==> src/hdl/pusr_pkg.sv <==
// Package: constants shared by the power-up report link and its FIFO
package pusr_pkg;
   // Clock and serial rate
   localparam int CLK_HZ = 100_000_000;
   localparam int BAUD_BPS = 1200;
   localparam int BIT_CYCLES = CLK_HZ / BAUD_BPS;
   // Time after power-up by which the line must be high
   localparam int MEAS_LOW_MS = 100;
   localparam int MEAS_LOW_CYCLES = MEAS_LOW_MS * (CLK_HZ / 1000);
   // Counter widths able to hold the cycle counts above
   localparam int BIT_CNT_W = 17;
   localparam int LOW_CNT_W = 24;
   // Character framing
   localparam int DATA_BITS = 8;
   localparam logic [3:0] FRAME_BITS_LEFT = 4'h9;
   // Character codes
   localparam logic [7:0] CHAR_TAB = 8'h09;
   localparam logic [7:0] CHAR_CR = 8'h0d;
   localparam logic [7:0] CHAR_LF = 8'h0a;
   localparam logic [7:0] CHAR_QUERY = 8'h3f;
   localparam logic [7:0] CHAR_BANG = 8'h21;
   localparam logic [7:0] ADDR_ZERO = 8'h30;
   localparam logic [7:0] SUM_OFFSET = 8'h20;
   // Sensor type character; the value is arbitrary
   localparam logic [7:0] TYPE_CHAR_DEFAULT = 8'h54;
   // Metadata FIFO shape
   localparam int META_WIDTH = 8;
   localparam int META_DEPTH = 8;
   // Sequencer states
   typedef enum logic [3:0] {
      ST_INIT,
      ST_LOW,
      ST_HIGH,
      ST_TAB,
      ST_META,
      ST_CR1,
      ST_TYPE,
      ST_SUM,
      ST_CR2,
      ST_LF,
      ST_END,
      ST_CMD
   } pusr_state_t;
endpackage : pusr_pkg

==> src/hdl/pusr_fifo.sv <==
// Synchronous FIFO with valid/ready on both sides
`timescale 1ns/1ns
module pusr_fifo #(
   parameter int WIDTH = 8,
   parameter int DEPTH = 8
) (
   // Clock and reset
   input wire logic clk,
   input wire logic rstn,
   // Filling side
   input wire logic inValid,
   input wire logic [WIDTH-1:0] inData,
   output logic inReady,
   // Draining side
   output logic outValid,
   output logic [WIDTH-1:0] outData,
   input wire logic outReady
);
   localparam int AW = $clog2(DEPTH);
   logic [WIDTH-1:0] mem [DEPTH];
   logic [AW-1:0] wrPtr_reg;
   logic [AW-1:0] rdPtr_reg;
   logic [AW:0] count_reg;
   logic [AW:0] count_next;
   logic push;
   logic pop;

   ////////////////////////////////////////////////////////////////////////
   // Handshakes; inReady is registered so the source sees a clean flop
   assign push = inValid && inReady;
   assign pop = outValid && outReady;
   assign outValid = (count_reg != '0);
   assign outData = mem[rdPtr_reg];

   // Occupancy
   always_comb begin
      count_next = count_reg;
      if (push && !pop) begin
         count_next = count_reg + 1'b1;
      end else if (pop && !push) begin
         count_next = count_reg - 1'b1;
      end
   end

   always_ff @(posedge clk or negedge rstn) begin
      if (!rstn) begin
         count_reg <= '0;
         inReady <= 1'b0;
      end else begin
         count_reg <= count_next;
         inReady <= (count_next != (AW+1)'(DEPTH));
      end
   end

   // Pointers
   always_ff @(posedge clk or negedge rstn) begin
      if (!rstn) begin
         wrPtr_reg <= '0;
         rdPtr_reg <= '0;
      end else begin
         if (push) begin
            wrPtr_reg <= (wrPtr_reg == AW'(DEPTH-1)) ? '0 : wrPtr_reg + 1'b1;
         end
         if (pop) begin
            rdPtr_reg <= (rdPtr_reg == AW'(DEPTH-1)) ? '0 : rdPtr_reg + 1'b1;
         end
      end
   end

   // Storage, no reset needed
   always_ff @(posedge clk) begin
      if (push) begin
         mem[wrPtr_reg] <= inData;
      end
   end
endmodule : pusr_fifo

==> src/hdl/pusr_link.sv <==
// Power-up serial report sender and address-query responder on one wire
`timescale 1ns/1ns
module pusr_link
   import pusr_pkg::*;
#(
   parameter int BIT_CYC = pusr_pkg::BIT_CYCLES,
   parameter int LOW_CYC = pusr_pkg::MEAS_LOW_CYCLES,
   parameter logic [7:0] TYPE_CHAR = pusr_pkg::TYPE_CHAR_DEFAULT
) (
   // Clock and power-cycle reset
   input wire logic ref_clk,
   input wire logic rstn,
   // Data line, split into its three signals
   input wire logic lineIn,
   output logic lineOut,
   output logic lineOe,
   // Configured bus address
   input wire logic [7:0] cfgAddr,
   input wire logic cfgAddrValid,
   // Measurement status from the sensor core
   input wire logic measLowDone,
   input wire logic measDone,
   // Metadata characters, one per beat
   input wire logic metaValid,
   input wire logic [pusr_pkg::META_WIDTH-1:0] metaData,
   input wire logic metaLast,
   output logic metaReady,
   // Mode status
   output logic cmdMode
);
   import pusr_pkg::*;

   ////////////////////////////////////////////////////////////////////////
   // Declarations
   pusr_state_t state_reg;
   logic [7:0] addr_reg;
   logic [LOW_CNT_W-1:0] lowCnt_reg;
   logic [5:0] sum_reg;
   logic fifoValid;
   logic [META_WIDTH:0] fifoData;
   logic fifoPop;
   logic fifoReady;
   // Transmitter
   logic txBusy_reg;
   logic [DATA_BITS:0] txShift_reg;
   logic [3:0] txLeft_reg;
   logic [BIT_CNT_W-1:0] txCnt_reg;
   logic txLoad;
   logic [7:0] txChar;
   logic txTick;
   // Receiver
   logic rxMeta_reg;
   logic rxSync_reg;
   logic rxBusy_reg;
   logic [3:0] rxLeft_reg;
   logic [BIT_CNT_W-1:0] rxCnt_reg;
   logic [7:0] rxShift_reg;
   logic rxDone;
   logic querySeen_reg;
   logic qMark_reg;
   logic replyGo;

   ////////////////////////////////////////////////////////////////////////
   // Metadata FIFO; last flag rides as the top bit
   pusr_fifo #(
      .WIDTH(META_WIDTH + 1),
      .DEPTH(META_DEPTH)
   ) metaFifo (
      .clk(ref_clk),
      .rstn(rstn),
      .inValid(metaValid),
      .inData({metaLast, metaData}),
      .inReady(fifoReady),
      .outValid(fifoValid),
      .outData(fifoData),
      .outReady(fifoPop)
   );

   // Ready comes from the FIFO's own flop
   assign metaReady = fifoReady;

   ////////////////////////////////////////////////////////////////////////
   // Address capture one edge after reset release
   always_ff @(posedge ref_clk or negedge rstn) begin
      if (!rstn) begin
         addr_reg <= ADDR_ZERO;
      end else if (state_reg == ST_INIT) begin
         // Unprogrammed store means shipped address zero
         addr_reg <= cfgAddrValid ? cfgAddr : ADDR_ZERO;
      end
   end

   ////////////////////////////////////////////////////////////////////////
   // Character selection for the report sequencer
   always_comb begin
      txLoad = 1'b0;
      txChar = CHAR_TAB;
      fifoPop = 1'b0;
      replyGo = 1'b0;
      if (!txBusy_reg) begin
         case (state_reg)
            ST_TAB: begin
               txLoad = 1'b1;
               txChar = CHAR_TAB;
            end
            ST_META: begin
               txLoad = fifoValid;
               txChar = fifoData[META_WIDTH-1:0];
               fifoPop = fifoValid;
            end
            ST_CR1: begin
               txLoad = 1'b1;
               txChar = CHAR_CR;
            end
            ST_TYPE: begin
               txLoad = 1'b1;
               txChar = TYPE_CHAR;
            end
            ST_SUM: begin
               txLoad = 1'b1;
               txChar = {2'b00, sum_reg} + SUM_OFFSET;
            end
            ST_CR2: begin
               txLoad = 1'b1;
               txChar = CHAR_CR;
            end
            ST_LF: begin
               txLoad = 1'b1;
               txChar = CHAR_LF;
            end
            ST_CMD: begin
               // Reply is only the address character
               replyGo = querySeen_reg && !rxBusy_reg;
               txLoad = replyGo;
               txChar = addr_reg;
            end
            default: begin
               txLoad = 1'b0;
            end
         endcase
      end
   end

   ////////////////////////////////////////////////////////////////////////
   // Power-up sequencer
   always_ff @(posedge ref_clk or negedge rstn) begin
      if (!rstn) begin
         state_reg <= ST_INIT;
      end else begin
         case (state_reg)
            ST_INIT: begin
               // Non-zero address skips straight to command mode
               if ((cfgAddrValid ? cfgAddr : ADDR_ZERO) != ADDR_ZERO) begin
                  state_reg <= ST_CMD;
               end else begin
                  state_reg <= ST_LOW;
               end
            end
            ST_LOW: begin
               // Core's word or deadline, three short for the init cycle and the two flops after
               if (measLowDone || lowCnt_reg == LOW_CNT_W'(LOW_CYC - 3)) begin
                  state_reg <= ST_HIGH;
               end
            end
            ST_HIGH: begin
               // Extra measuring may last as long as it needs
               if (measDone) begin
                  state_reg <= ST_TAB;
               end
            end
            ST_TAB: begin
               if (txLoad) begin
                  state_reg <= ST_META;
               end
            end
            ST_META: begin
               if (txLoad && fifoData[META_WIDTH]) begin
                  state_reg <= ST_CR1;
               end
            end
            ST_CR1: begin
               if (txLoad) begin
                  state_reg <= ST_TYPE;
               end
            end
            ST_TYPE: begin
               if (txLoad) begin
                  state_reg <= ST_SUM;
               end
            end
            ST_SUM: begin
               if (txLoad) begin
                  state_reg <= ST_CR2;
               end
            end
            ST_CR2: begin
               if (txLoad) begin
                  state_reg <= ST_LF;
               end
            end
            ST_LF: begin
               if (txLoad) begin
                  state_reg <= ST_END;
               end
            end
            ST_END: begin
               // Wait out the line feed's stop bit
               if (!txBusy_reg) begin
                  state_reg <= ST_CMD;
               end
            end
            ST_CMD: begin
               // Only a reset leaves command mode
               state_reg <= ST_CMD;
            end
            default: begin
               state_reg <= ST_INIT;
            end
         endcase
      end
   end

   // Low-phase timer
   always_ff @(posedge ref_clk or negedge rstn) begin
      if (!rstn) begin
         lowCnt_reg <= '0;
      end else if (state_reg == ST_LOW) begin
         lowCnt_reg <= lowCnt_reg + 1'b1;
      end
   end

   // Running checksum, tab through first return, kept modulo 64
   always_ff @(posedge ref_clk or negedge rstn) begin
      if (!rstn) begin
         sum_reg <= '0;
      end else if (txLoad && (state_reg == ST_TAB ||
                              state_reg == ST_META ||
                              state_reg == ST_CR1)) begin
         sum_reg <= sum_reg + txChar[5:0];
      end
   end

   // Mode flag
   always_ff @(posedge ref_clk or negedge rstn) begin
      if (!rstn) begin
         cmdMode <= 1'b0;
      end else begin
         cmdMode <= (state_reg == ST_CMD);
      end
   end

   ////////////////////////////////////////////////////////////////////////
   // Transmit bit timer
   assign txTick = (txCnt_reg == BIT_CNT_W'(BIT_CYC - 1));

   always_ff @(posedge ref_clk or negedge rstn) begin
      if (!rstn) begin
         txCnt_reg <= '0;
      end else if (txLoad || txTick) begin
         txCnt_reg <= '0;
      end else if (txBusy_reg) begin
         txCnt_reg <= txCnt_reg + 1'b1;
      end
   end

   // Shifter: start bit at load, then data LSB first, then stop
   always_ff @(posedge ref_clk or negedge rstn) begin
      if (!rstn) begin
         txBusy_reg <= 1'b0;
         txShift_reg <= '1;
         txLeft_reg <= '0;
      end else if (txLoad) begin
         txBusy_reg <= 1'b1;
         txShift_reg <= {1'b1, txChar};
         txLeft_reg <= FRAME_BITS_LEFT;
      end else if (txBusy_reg && txTick) begin
         if (txLeft_reg != '0) begin
            txShift_reg <= {1'b1, txShift_reg[DATA_BITS:1]};
            txLeft_reg <= txLeft_reg - 1'b1;
         end else begin
            // Stop bit has lasted a full bit time
            txBusy_reg <= 1'b0;
         end
      end
   end

   // Line level; low only for measuring, start and zero bits
   always_ff @(posedge ref_clk or negedge rstn) begin
      if (!rstn) begin
         lineOut <= 1'b0;
      end else if (txLoad) begin
         lineOut <= 1'b0;
      end else if (txBusy_reg && txTick) begin
         lineOut <= (txLeft_reg != '0) ? txShift_reg[0] : 1'b1;
      end else if (state_reg == ST_LOW || state_reg == ST_INIT) begin
         lineOut <= 1'b0;
      end else if (!txBusy_reg) begin
         lineOut <= 1'b1;
      end
   end

   // Drive enable; released to listen in command mode
   always_ff @(posedge ref_clk or negedge rstn) begin
      if (!rstn) begin
         lineOe <= 1'b1;
      end else if (state_reg == ST_CMD) begin
         lineOe <= txLoad || txBusy_reg;
      end else begin
         lineOe <= 1'b1;
      end
   end

   ////////////////////////////////////////////////////////////////////////
   // Line input synchroniser
   always_ff @(posedge ref_clk or negedge rstn) begin
      if (!rstn) begin
         rxMeta_reg <= 1'b1;
         rxSync_reg <= 1'b1;
      end else begin
         rxMeta_reg <= lineIn;
         rxSync_reg <= rxMeta_reg;
      end
   end

   // Receiver: half-bit to mid start, then whole bits
   always_ff @(posedge ref_clk or negedge rstn) begin
      if (!rstn) begin
         rxBusy_reg <= 1'b0;
         rxLeft_reg <= '0;
         rxCnt_reg <= '0;
         rxShift_reg <= '0;
      end else if (!rxBusy_reg) begin
         // Listening only while in command mode and not replying
         if (state_reg == ST_CMD && !lineOe && !rxSync_reg) begin
            rxBusy_reg <= 1'b1;
            rxLeft_reg <= FRAME_BITS_LEFT;
            rxCnt_reg <= BIT_CNT_W'(BIT_CYC / 2);
         end
      end else if (rxCnt_reg == BIT_CNT_W'(BIT_CYC - 1)) begin
         rxCnt_reg <= '0;
         if (rxLeft_reg == FRAME_BITS_LEFT && rxSync_reg) begin
            // Glitch, not a real start bit
            rxBusy_reg <= 1'b0;
         end else if (rxLeft_reg == 4'h0) begin
            rxBusy_reg <= 1'b0;
         end else begin
            if (rxLeft_reg != FRAME_BITS_LEFT) begin
               rxShift_reg <= {rxSync_reg, rxShift_reg[7:1]};
            end
            rxLeft_reg <= rxLeft_reg - 1'b1;
         end
      end else begin
         rxCnt_reg <= rxCnt_reg + 1'b1;
      end
   end

   // Character complete at mid stop bit, stop level high
   assign rxDone = rxBusy_reg && rxLeft_reg == 4'h0 && rxSync_reg &&
                   rxCnt_reg == BIT_CNT_W'(BIT_CYC - 1);

   // Query detector; the query names no address at all
   always_ff @(posedge ref_clk or negedge rstn) begin
      if (!rstn) begin
         querySeen_reg <= 1'b0;
      end else if (replyGo) begin
         querySeen_reg <= 1'b0;
      end else if (rxDone) begin
         querySeen_reg <= 1'b0;
         if (rxShift_reg == CHAR_BANG && qMark_reg) begin
            querySeen_reg <= 1'b1;
         end
      end
   end

   // Remembers that the previous character was the query mark
   always_ff @(posedge ref_clk or negedge rstn) begin
      if (!rstn) begin
         qMark_reg <= 1'b0;
      end else if (rxDone) begin
         qMark_reg <= (rxShift_reg == CHAR_QUERY);
      end
   end
endmodule : pusr_link

==> config.mk <==
export PLATFORM = sky130hd
export DESIGN_NAME = pusr_link
export DESIGN_NICKNAME = d
export VERILOG_FILES = /design/src/hdl/pusr_pkg.sv /design/src/hdl/pusr_fifo.sv /design/src/hdl/pusr_link.sv
export SDC_FILE = /design/constraint.sdc
export NUM_CORES = 1
export LEC_CHECK = 0
export BUFFER_PORTS_ARGS = -buffer_cell sky130_fd_sc_hd__clkbuf_2
export CORE_UTILIZATION = 30
export CTS_BUF_LIST = sky130_fd_sc_hd__clkbuf_4 sky130_fd_sc_hd__clkbuf_8 sky130_fd_sc_hd__clkbuf_16
export DETAILED_ROUTE_END_ITERATION = 16
export PLACE_DENSITY = 0.57
export SYNTH_ARGS = -nofsm -noshare
export SYNTH_HDL_FRONTEND = slang
export SYNTH_SLANG_ARGS = --single-unit
export TNS_END_PERCENT = 10
==> constraint.sdc <==
create_clock -name ref_clk -period 3.4 [get_ports ref_clk]
set_input_delay 0.51 -clock ref_clk [delete_from_list [all_inputs] [get_ports ref_clk]]
set_output_delay 0.51 -clock ref_clk [all_outputs]
set_load 0.03 [all_outputs]
==> run_results.csv, run 1 <==
group,metric,value,unit
status,status,"complete, no violations",
grt,grt_max_degree,70,
clock_network,cts_buffers,17,
critical_path,endpoint_kind,"register",
pwr,pwr-share-seq,48.1,%
placed_design,dpl_worst_slack,0.209,ns
pwr,power_density,626,nW/um^2
critical_path,r2r-start,"metaFifo.rdPtr_reg[1]",
hold_path,min_path_type,"in -> async",
sta,slew_headroom,27.4,%
grt,grt_pass1_wl,31.2,mm
die,initial_core_util,30.7,%
grt,overflow,0,
critical_path,start_kind,"register",
die,fp-row-count,63,
clock_network,cts-root-buf,"clkbuf_16",
yosys,yosysSeqAreaShare,56.7,%
yosys,ys_ff_latch,192,
route,drtIter0Drc,273,
critical_path,r2r-end,"sum_reg[5]",
critical_path,cp_max_fo,12,
die,chipWidth,177,um
layout,largest_reg_flops,72,
sta,worst_slew_pin_slew,1.08,ns
sta,setup_viol,0,
placed_design,placed_cell_area,9870,sq um
clock_network,path_clk_slew,0.07,ns
route,vias,5982,
grt,globalRouteTotalUtil,12.8,%
layout,final_common_cell,"dfrtp_1",
sta,tns,0,ns
placed_design,placement.io_buffers,27,
pwr,vdd_drop_max,0.000393,V
sta,hold_viol_final,0,
sta,holdWs,0.115,ns
layout,final_area,10400,sq um
clock_network,clockBufferDepth,2,
flow_run,maxCapViolations,0,
sta,period_share,89.2,%
die,die_h,177,um
route,wl,18.8,mm
pwr,swShare,31.1,%
yosys,netlist_area,9140,sq um
critical_path,r2r_cells,12,
die,coreArea,29800,sq um
clock_network,cts_hold_buf,0,
sta,fmax,330,MHz
layout,nNetsFinal,870,
pwr,p_sw,2.03,mW
clock_network,insertion_delay,0.44,ns
yosys,synthArstFlopShare,62.5,%
critical_path,critPathKind,"reg -> reg",
route,avgRoutedWirePerCell,15.3,um
yosys,synth_cells,779,
placed_design,dp_hpwl,13.2,mm
critical_path,required,3.72,ns
layout,mostFrequentLayoutCells,"106 x dfrtp_1, 75 x nand2_1, 72 x edfxtp_1",
yosys,synth_edf_count,72,
pwr,p_clk_share,28.0,%
sta,fin_skew,0.0168,ns
yosys,ys.flop_type,"dfrtp_1",
die,io-pin-count,28,
sta,slew_viol_final,0,
yosys,ys_types,64,
clock_network,clock_sinks,192,
yosys,synth_nets,825,
clock_network,postCtsSetupBuffers,0,
critical_path,rrSetupSlack,0.37,ns
route,viasPerCell,4.87,
layout,fin_cells,1228,
route,drcViolationCount,0,
pwr,combinationalPowerShare,23.9,%
sta,rsz0062_at_grt,"no",
pwr,p_int,4.49,mW
layout,drive_gt1_share,16.8,%
die,die-area,31200,sq um
clock_network,cts-htree-levels,4,
critical_path,worstPathArrival,3.35,ns
grt,antenna_found_initial,2,
yosys,yosysWarningCount,0,
yosys,avgSynthCellArea,11.7,sq um
clock_network,cts_tree,"yes",
sta,layout_setup_ws,0.367,ns
pwr,power.leakage,4.15,nW
route,firstDrtPassIters,4,
layout,area_delta_synth_final,13.8,%
placed_design,numPlacedInstances,1195,
grt,first_global_vias,5947,
placed_design,routabilityCongestion,0.796,
route,antenna_left,0,
sta,fin_crit,3.03,ns
-- Yosys cell counts, types with 15 or more instances --
library cell	n	area (sq um)
mux4_2	18	405
nand4_1	21	131
nand3_1	31	155
nor2_1	65	244
nor3_1	17	85.1
o21ai_0	35	175
dfrtp_1	107	2680
clkbuf_1	22	82.6
xor2_1	18	158
xnor2_1	35	307
ha_1	21	263
and3_1	17	106
nand2_1	75	282
edfxtp_1	72	2160
inv_1	24	90.1
a21oi_1	18	90.1
mux2_2	15	169
-- what timing repair did --
item / in CTS / in global routing
hold endpoints to repair: 0 / 0
setup endpoints to repair: 0 / 1
gates resized for setup: 0 / 1
-- metal layers --
metal / track usage, % / up-vias / part of all wire (%)
met5: 0 / - / 0.069
met4: 3.38 / 2 / 1.1
met3: 3.38 / 20 / 3.4
met2: 20.4 / 66 / 48
met1: 17.2 / 2944 / 48
li1: - / 2950 / -
-- critical path: stages, from the launching register on --
cell	delay (ns)
dfrtp_1	0.66
mux4_2	0.38
mux2i_1	0.18
nor2_1	0.06
a221oi_1	0.29
nor2_1	0.08
ha_1	0.34
o21ai_0	0.09
o21bai_1	0.15
a21oi_1	0.09
or3_1	0.29
and3_1	0.18
xnor2_1	0.12
-- power by group through the flow --
| stage | Combinational [mW] | Sequential (mW) | Clock [mW] |
|---|---|---|---|
| global placement | 1.55 | 3.18 | 0 |
| detailed placement | 1.56 | 3.18 | 0 |
| finish | 1.55 | 3.14 | 1.83 |
| CTS | 1.57 | 3.14 | 1.89 |
| global route | 1.75 | 3.20 | 1.97 |
| floorplan | 1.17 | 3.08 | 0 |
-- final cells by class --
class | instances | area, sq um
Inverter | 24 | 90.1
Fill cell | 2955 | 19400
Antenna cell | 1 | 2.50
Sequential cell | 192 | 5180
Timing Repair Buffer | 57 | 375
Clock inverter | 12 | 85.1
Clock buffer | 20 | 448
Multi-Input combinational cell | 532 | 3730
Tap cell | 390 | 488
-- worst max-delay path by stage --
stage | start | to | slack, ns | cells after the start
after CTS | metaFifo.rdPtr_reg[0] | sum_reg[5] | 0.20 | 11
final | metaFifo.rdPtr_reg[1] | sum_reg[5] | 0.37 | 12
after detailed placement | metaFifo.rdPtr_reg[0] | sum_reg[5] | 0.21 | 11
after global placement | metaFifo.rdPtr_reg[0] | sum_reg[5] | 0.28 | 11
after global routing | metaFifo.rdPtr_reg[1] | sum_reg[5] | 0.11 | 12
after floorplan | metaFifo.rdPtr_reg[0] | sum_reg[4] | 0.25 | 11
-- cells by family (layout without fill, tap and decap cells) --
kind of cell,count (synthesis),after routing,synth area share [%]
and+or+nand+nor,292,292,16.3
AOI/OAI and AO/OA,117,117,8.33
muxes,46,46,7.70
other,0,1,0
xor gates and xnor gates,53,53,5.08
buffers and inverters,55,113,2.57
DFF,192,192,56.7
adders and majority gates,24,24,3.31
-- through the flow --
stage / power, mW / utilization, %
2_1_floorplan: 4.25 / -
3_3_place_gp: 4.72 / 33.1
3_5_place_dp: 4.74 / 33.1
4_1_cts: 6.60 / 34.9
5_1_grt: 6.92 / 34.9
6_report: 6.52 / 34.9
Note: power is estimated with default switching activity, not from simulation.
==> run 2, diff against run 1 <==
- PLACE_DENSITY: 0.57 -> unset
- PLACE_DENSITY_LB_ADDON: unset -> 0.05
- SKIP_CTS_REPAIR_TIMING: unset -> 1
- SLEW_MARGIN: unset -> 20
==> run_results.csv, run 2 (synthesis results as in run 1) <==
group,metric,value,unit
status,status,"complete, no violations",
route,firstDrtPassIters,7,
route,drtIter0Drc,452,
critical_path,required,3.73,ns
sta,setup_viol,0,
placed_design,placement.io_buffers,27,
die,die-area,31200,sq um
critical_path,path_cells,"mux4_2 > mux2i_1 > nor2_1 > a221oi_1 > nor2_1 > ha_1 > o21ai_0 > o21bai_1 > a21oi_1 > or3_1 > and3_1 > xnor2_1",
layout,mostFrequentLayoutCells,"107 x dfrtp_1, 75 x nand2_1, 72 x edfxtp_1",
grt,antenna_found_initial,0,
critical_path,worstPathArrival,3.43,ns
grt,overflow,0,
flow_run,maxCapViolations,0,
grt,grt_pass1_wl,34.6,mm
sta,period_share,91.2,%
clock_network,cts-root-buf,"clkbuf_16",
route,vias,6165,
layout,nNetsFinal,875,
layout,drive_gt1_share,17.3,%
route,avgRoutedWirePerCell,17.4,um
die,coreArea,29800,sq um
pwr,power_density,649,nW/um^2
route,viasPerCell,5.00,
sta,holdWs,0.147,ns
clock_network,path_clk_slew,0.08,ns
critical_path,max_stage_delay,0.72,ns
pwr,vdd_drop_max,0.000401,V
critical_path,cpLargestDelayFamily,"flip-flops",
sta,hold_viol_final,0,
placed_design,placed_cell_area,9910,sq um
sta,worst_slew_pin_slew,0.903,ns
critical_path,critPathSlowestCell,"dfrtp_1",
sta,fin_skew,0.0130,ns
layout,fin_cells,1232,
layout,area_delta_synth_final,15.0,%
sta,layout_setup_ws,0.300,ns
placed_design,routabilityCongestion,0.762,
layout,post-route-util,35.3,%
sta,slew_headroom,39.8,%
layout,final_area,10500,sq um
layout,n_antenna_cell,0,
sta,fmax,323,MHz
clock_network,cts_buffers,17,
hold_path,min_path_type,"in -> reg",
placed_design,dpl_worst_slack,0.293,ns
clock_network,clock_sinks,192,
clock_network,cts-htree-levels,4,
placed_design,numPlacedInstances,1200,
die,chipWidth,177,um
critical_path,critPathMostFrequentCell,"nor2_1",
sta,slew_viol_final,0,
grt,first_global_vias,6141,
route,wl,21.5,mm
sta,fin_crit,3.10,ns
grt,globalRouteTotalUtil,14.7,%
pwr,power.leakage,4.21,nW
pwr,total_power,6.83,mW
critical_path,path_buf_inv,0,
layout,final_common_cell,"dfrtp_1",
clock_network,clockBufferDepth,2,
die,fp-row-count,63,
die,initial_core_util,30.7,%
grt,grt_max_degree,68,
die,io-pin-count,28,
clock_network,insertion_delay,0.45,ns
critical_path,critPathKind,"reg -> reg",
critical_path,start_kind,"register",
critical_path,cp_max_fo,12,
sta,tns,0,ns
route,drcViolationCount,0,
layout,largest_reg_flops,72,
die,die_h,177,um
critical_path,endpoint_kind,"register",
route,antenna_left,0,
placed_design,dp_hpwl,15.0,mm
clock_network,cts_tree,"yes",
sta,rsz0062_at_grt,"no",
-- run 2: cell types whose count changed in the layout (fill, tap and decap cells not counted), moves of 2 or more --
| cell | delta |
|---|---|
| buf_4 | +4 |
| clkinv_8 | +4 |
| inv_8 | +4 |
| clkbuf_4 | -3 |
| clkinv_1 | -2 |
| clkinv_4 | -2 |
-- run 2: cell type report --
type                            instances  area (sq um)
Clock buffer                           17           425
Clock inverter                         15           175
Fill cell                            2959         19300
Inverter                               24          90.1
Multi-Input combinational cell        532          3730
Sequential cell                       192          5180
Tap cell                              390           488
Timing Repair Buffer                   62           425
-- run 2: worst register-to-register path, cell delays in order, from the launching register on --
cell,delay (ns)
dfrtp_1,0.72
mux4_2,0.40
mux2i_1,0.16
nor2_1,0.07
a221oi_1,0.28
nor2_1,0.09
ha_1,0.36
o21ai_0,0.09
o21bai_1,0.13
a21oi_1,0.08
or3_1,0.29
and3_1,0.18
xnor2_1,0.12
-- run 2: layer usage --
layer	track usage [%]	up-vias	wire length (um)	share of wire, %
met5	0	-	0	0
met4	4.09	0	216	1.0
met3	3.21	13	709	3.3
met2	23.5	103	10400	48
met1	19.8	3099	10200	47
li1	-	2950	-	-
-- run 2: worst paths after layout --
| path | startpoint | end | slack [ns] | cells past startpoint |
|---|---|---|---|---|
| max reg2reg | metaFifo.rdPtr_reg[1] | sum_reg[5] | 0.30 | 12 |
| min reg2reg | rxMeta_reg | rxSync_reg | 0.36 | 0 |
| max in group asynchronous | rstn | txShift_reg[4] | 2.34 | 2 |
| max | metaFifo.rdPtr_reg[1] | sum_reg[5] | 0.30 | 12 |
| min in group asynchronous | rstn | rxCnt_reg[12] | 0.18 | 1 |
| min | lineIn | rxMeta_reg | 0.15 | 1 |
-- run 2: power breakdown --
group / leakage (nW) / internal, mW / switching (mW) / total, mW
Sequential: 2.22 / 2.83 / 0.288 / 3.11
Combinational: 1.70 / 0.711 / 0.953 / 1.66
Clock: 0.290 / 1.00 / 1.05 / 2.05
==> run 3, diff against run 2 <==
- ABC_AREA: unset -> 1
- SYNTH_HIERARCHICAL: unset -> 1
==> run_results.csv, run 3 <==
group,metric,value,unit
route,viasPerCell,4.58,
pwr,p_clk_share,29.4,%
sta,rsz0062_at_grt,"no",
die,die-area,34200,sq um
layout,fin_cells,1640,
yosys,yosysMostFrequentCell,"nand2_1",
clock_network,clock_sinks,192,
layout,nFillCells,3451,
yosys,synth_top_area_share,26.7,%
die,die_h,185,um
critical_path,required,3.74,ns
critical_path,rrSetupSlack,0.73,ns
status,status,"complete, no violations",
layout,post-route-util,34.6,%
clock_network,insertion_delay,0.45,ns
yosys,ys_types,49,
layout,final_area,11300,sq um
sta,hold_viol_final,0,
critical_path,worstPathArrival,3.01,ns
yosys,synthArstFlopShare,62.5,%
sta,fmax,374,MHz
route,drcViolationCount,0,
route,antenna_left,0,
pwr,power_density,646,nW/um^2
sta,fin_skew,0.0115,ns
clock_network,path_clk_slew,0.07,ns
sta,period_share,78.7,%
pwr,total_power,7.29,mW
flow_run,maxCapViolations,0,
placed_design,placement.io_buffers,27,
yosys,yosys.area.top_type,"dfrtp_1",
route,firstDrtPassIters,5,
yosys,synth_edf_count,72,
placed_design,routabilityCongestion,0.804,
pwr,swShare,35.5,%
layout,drive_gt1_share,12.8,%
die,io-pin-count,28,
route,drtIter0Drc,418,
pwr,power.leakage,4.82,nW
grt,overflow,0,
grt,grt_max_degree,68,
yosys,ys_ff_latch,192,
sta,tns,0,ns
sta,slew_viol_final,0,
yosys,synthTopCellsByArea,"dfrtp_1 27%, edfxtp_1 22%, nand2_1 10%",
critical_path,start_kind,"register",
pwr,combinationalPowerShare,26.2,%
critical_path,endpoint_kind,"register",
die,initial_core_util,30.7,%
grt,antenna_found_initial,0,
layout,nNetsFinal,1231,
placed_design,dp_hpwl,17.9,mm
yosys,synth_nets,1193,
sta,worst_slew_pin_slew,0.708,ns
sta,slew_headroom,52.8,%
die,chipWidth,185,um
layout,largest_reg_flops,72,
route,avgRoutedWirePerCell,15.3,um
grt,grt_pass1_wl,41.7,mm
grt,globalRouteTotalUtil,15.9,%
layout,mostFrequentLayoutCells,"275 x nand2_1, 141 x nor2_1, 107 x dfrtp_1",
critical_path,critPathKind,"reg -> reg",
yosys,yosysWarningCount,6,
yosys,ys.flop_type,"dfrtp_1",
route,vias,7506,
hold_path,min_path_type,"in -> async",
placed_design,numPlacedInstances,1608,
critical_path,cp_max_fo,19,
layout,n_antenna_cell,0,
route,wl,25.1,mm
yosys,yosysSeqAreaShare,51.6,%
placed_design,placed_cell_area,10700,sq um
layout,final_common_cell,"nand2_1",
sta,fin_crit,2.67,ns
clock_network,cts_tree,"yes",
layout,area_delta_synth_final,12.5,%
grt,first_global_vias,7647,
yosys,synthTopCellsByCount,"275 x nand2_1, 141 x nor2_1, 107 x dfrtp_1",
sta,setup_viol,0,
yosys,avgSynthCellArea,8.75,sq um
pwr,p_sw,2.59,mW
die,fp-row-count,66,
pwr,pwr-share-seq,44.3,%
clock_network,cts-htree-levels,4,
clock_network,cts_buffers,17,
clock_network,clockBufferDepth,2,
yosys,netlist_area,10000,sq um
clock_network,cts-root-buf,"clkbuf_16",
pwr,p_int,4.71,mW
yosys,synth_cells,1147,
pwr,vdd_drop_max,0.000375,V
die,coreArea,32700,sq um
-- run 3: logic make-up (layout without fill, tap and decap cells) --
| kind of cell | count (synthesis) | after routing | share of synthesized area [%] |
|---|---|---|---|
| simple gates | 604 | 604 | 27.5 |
| flops | 192 | 192 | 51.6 |
| compound gates | 147 | 147 | 8.14 |
| buf+inv | 140 | 191 | 6.29 |
| xor+xnor | 42 | 42 | 3.66 |
| fa+ha+maj | 22 | 22 | 2.82 |
-- run 3: worst max-delay path, stage by stage, from the launching register on --
cell,delay (ns)
dfrtp_1,0.56
inv_2,0.25
nor2_1,0.14
o21ai_0,0.08
a31oi_1,0.19
a21oi_1,0.11
a31oi_1,0.22
ha_1,0.31
a21o_1,0.21
nand2_1,0.06
nand3_1,0.10
nand3_1,0.11
nand3_1,0.08
nand2_1,0.09
nand2_1,0.05
-- run 3: path summary, 6_finish.rpt --
path,cells past startpoint,to,from
hold / removal,1,rxCnt_reg[3],rstn
max in group asynchronous,2,rxMeta_reg,rstn
hold reg to reg,0,rxSync_reg,rxMeta_reg
min in group ref_clk,1,rxMeta_reg,lineIn
setup / recovery,14,sum_reg[5],metaFifo/rdPtr_reg[1]
setup reg to reg,14,sum_reg[5],metaFifo/rdPtr_reg[1]
-- run 3: final cells by class --
cell class,instances,area [sq um],area share (%)
Clock buffer,18,433,3.83
Clock inverter,14,180,1.59
Inverter,113,429,3.80
Multi-Input combinational cell,815,4230,37.4
Sequential cell,192,5180,45.9
Tap cell,442,553,4.89
Timing Repair Buffer,46,297,2.62
-- run 3: per-layer routing --
metal | GRT usage [%] | vias up | routed length, um | part of all wire (%)
met1 | 21.7 | 3539 | 12700 | 51
met5 | 0 | - | 0 | 0
li1 | - | 3881 | - | -
met3 | 3.05 | 17 | 636 | 2.5
met2 | 25.6 | 69 | 11500 | 46
met4 | 4.23 | 0 | 276 | 1.1
-- run 3: metrics by stage --
stage	setup slack [ns]	hold WS, ns
final	0.726	0.0706
after global routing	0.361	0.112
after CTS	0.698	0.0884
after detailed placement	0.738	0.347
after global placement	0.751	0.348
after floorplan	1.09	0.214
-- run 3: power by group through the flow --
stage / clock [mW] / combinational (mW) / sequential, mW
after global routing: 2.30 / 2.23 / 3.30
after detailed placement: 0 / 1.93 / 3.28
final: 2.15 / 1.91 / 3.23
after CTS: 2.23 / 1.94 / 3.24
after floorplan: 0 / 1.45 / 3.17
after global placement: 0 / 1.96 / 3.29
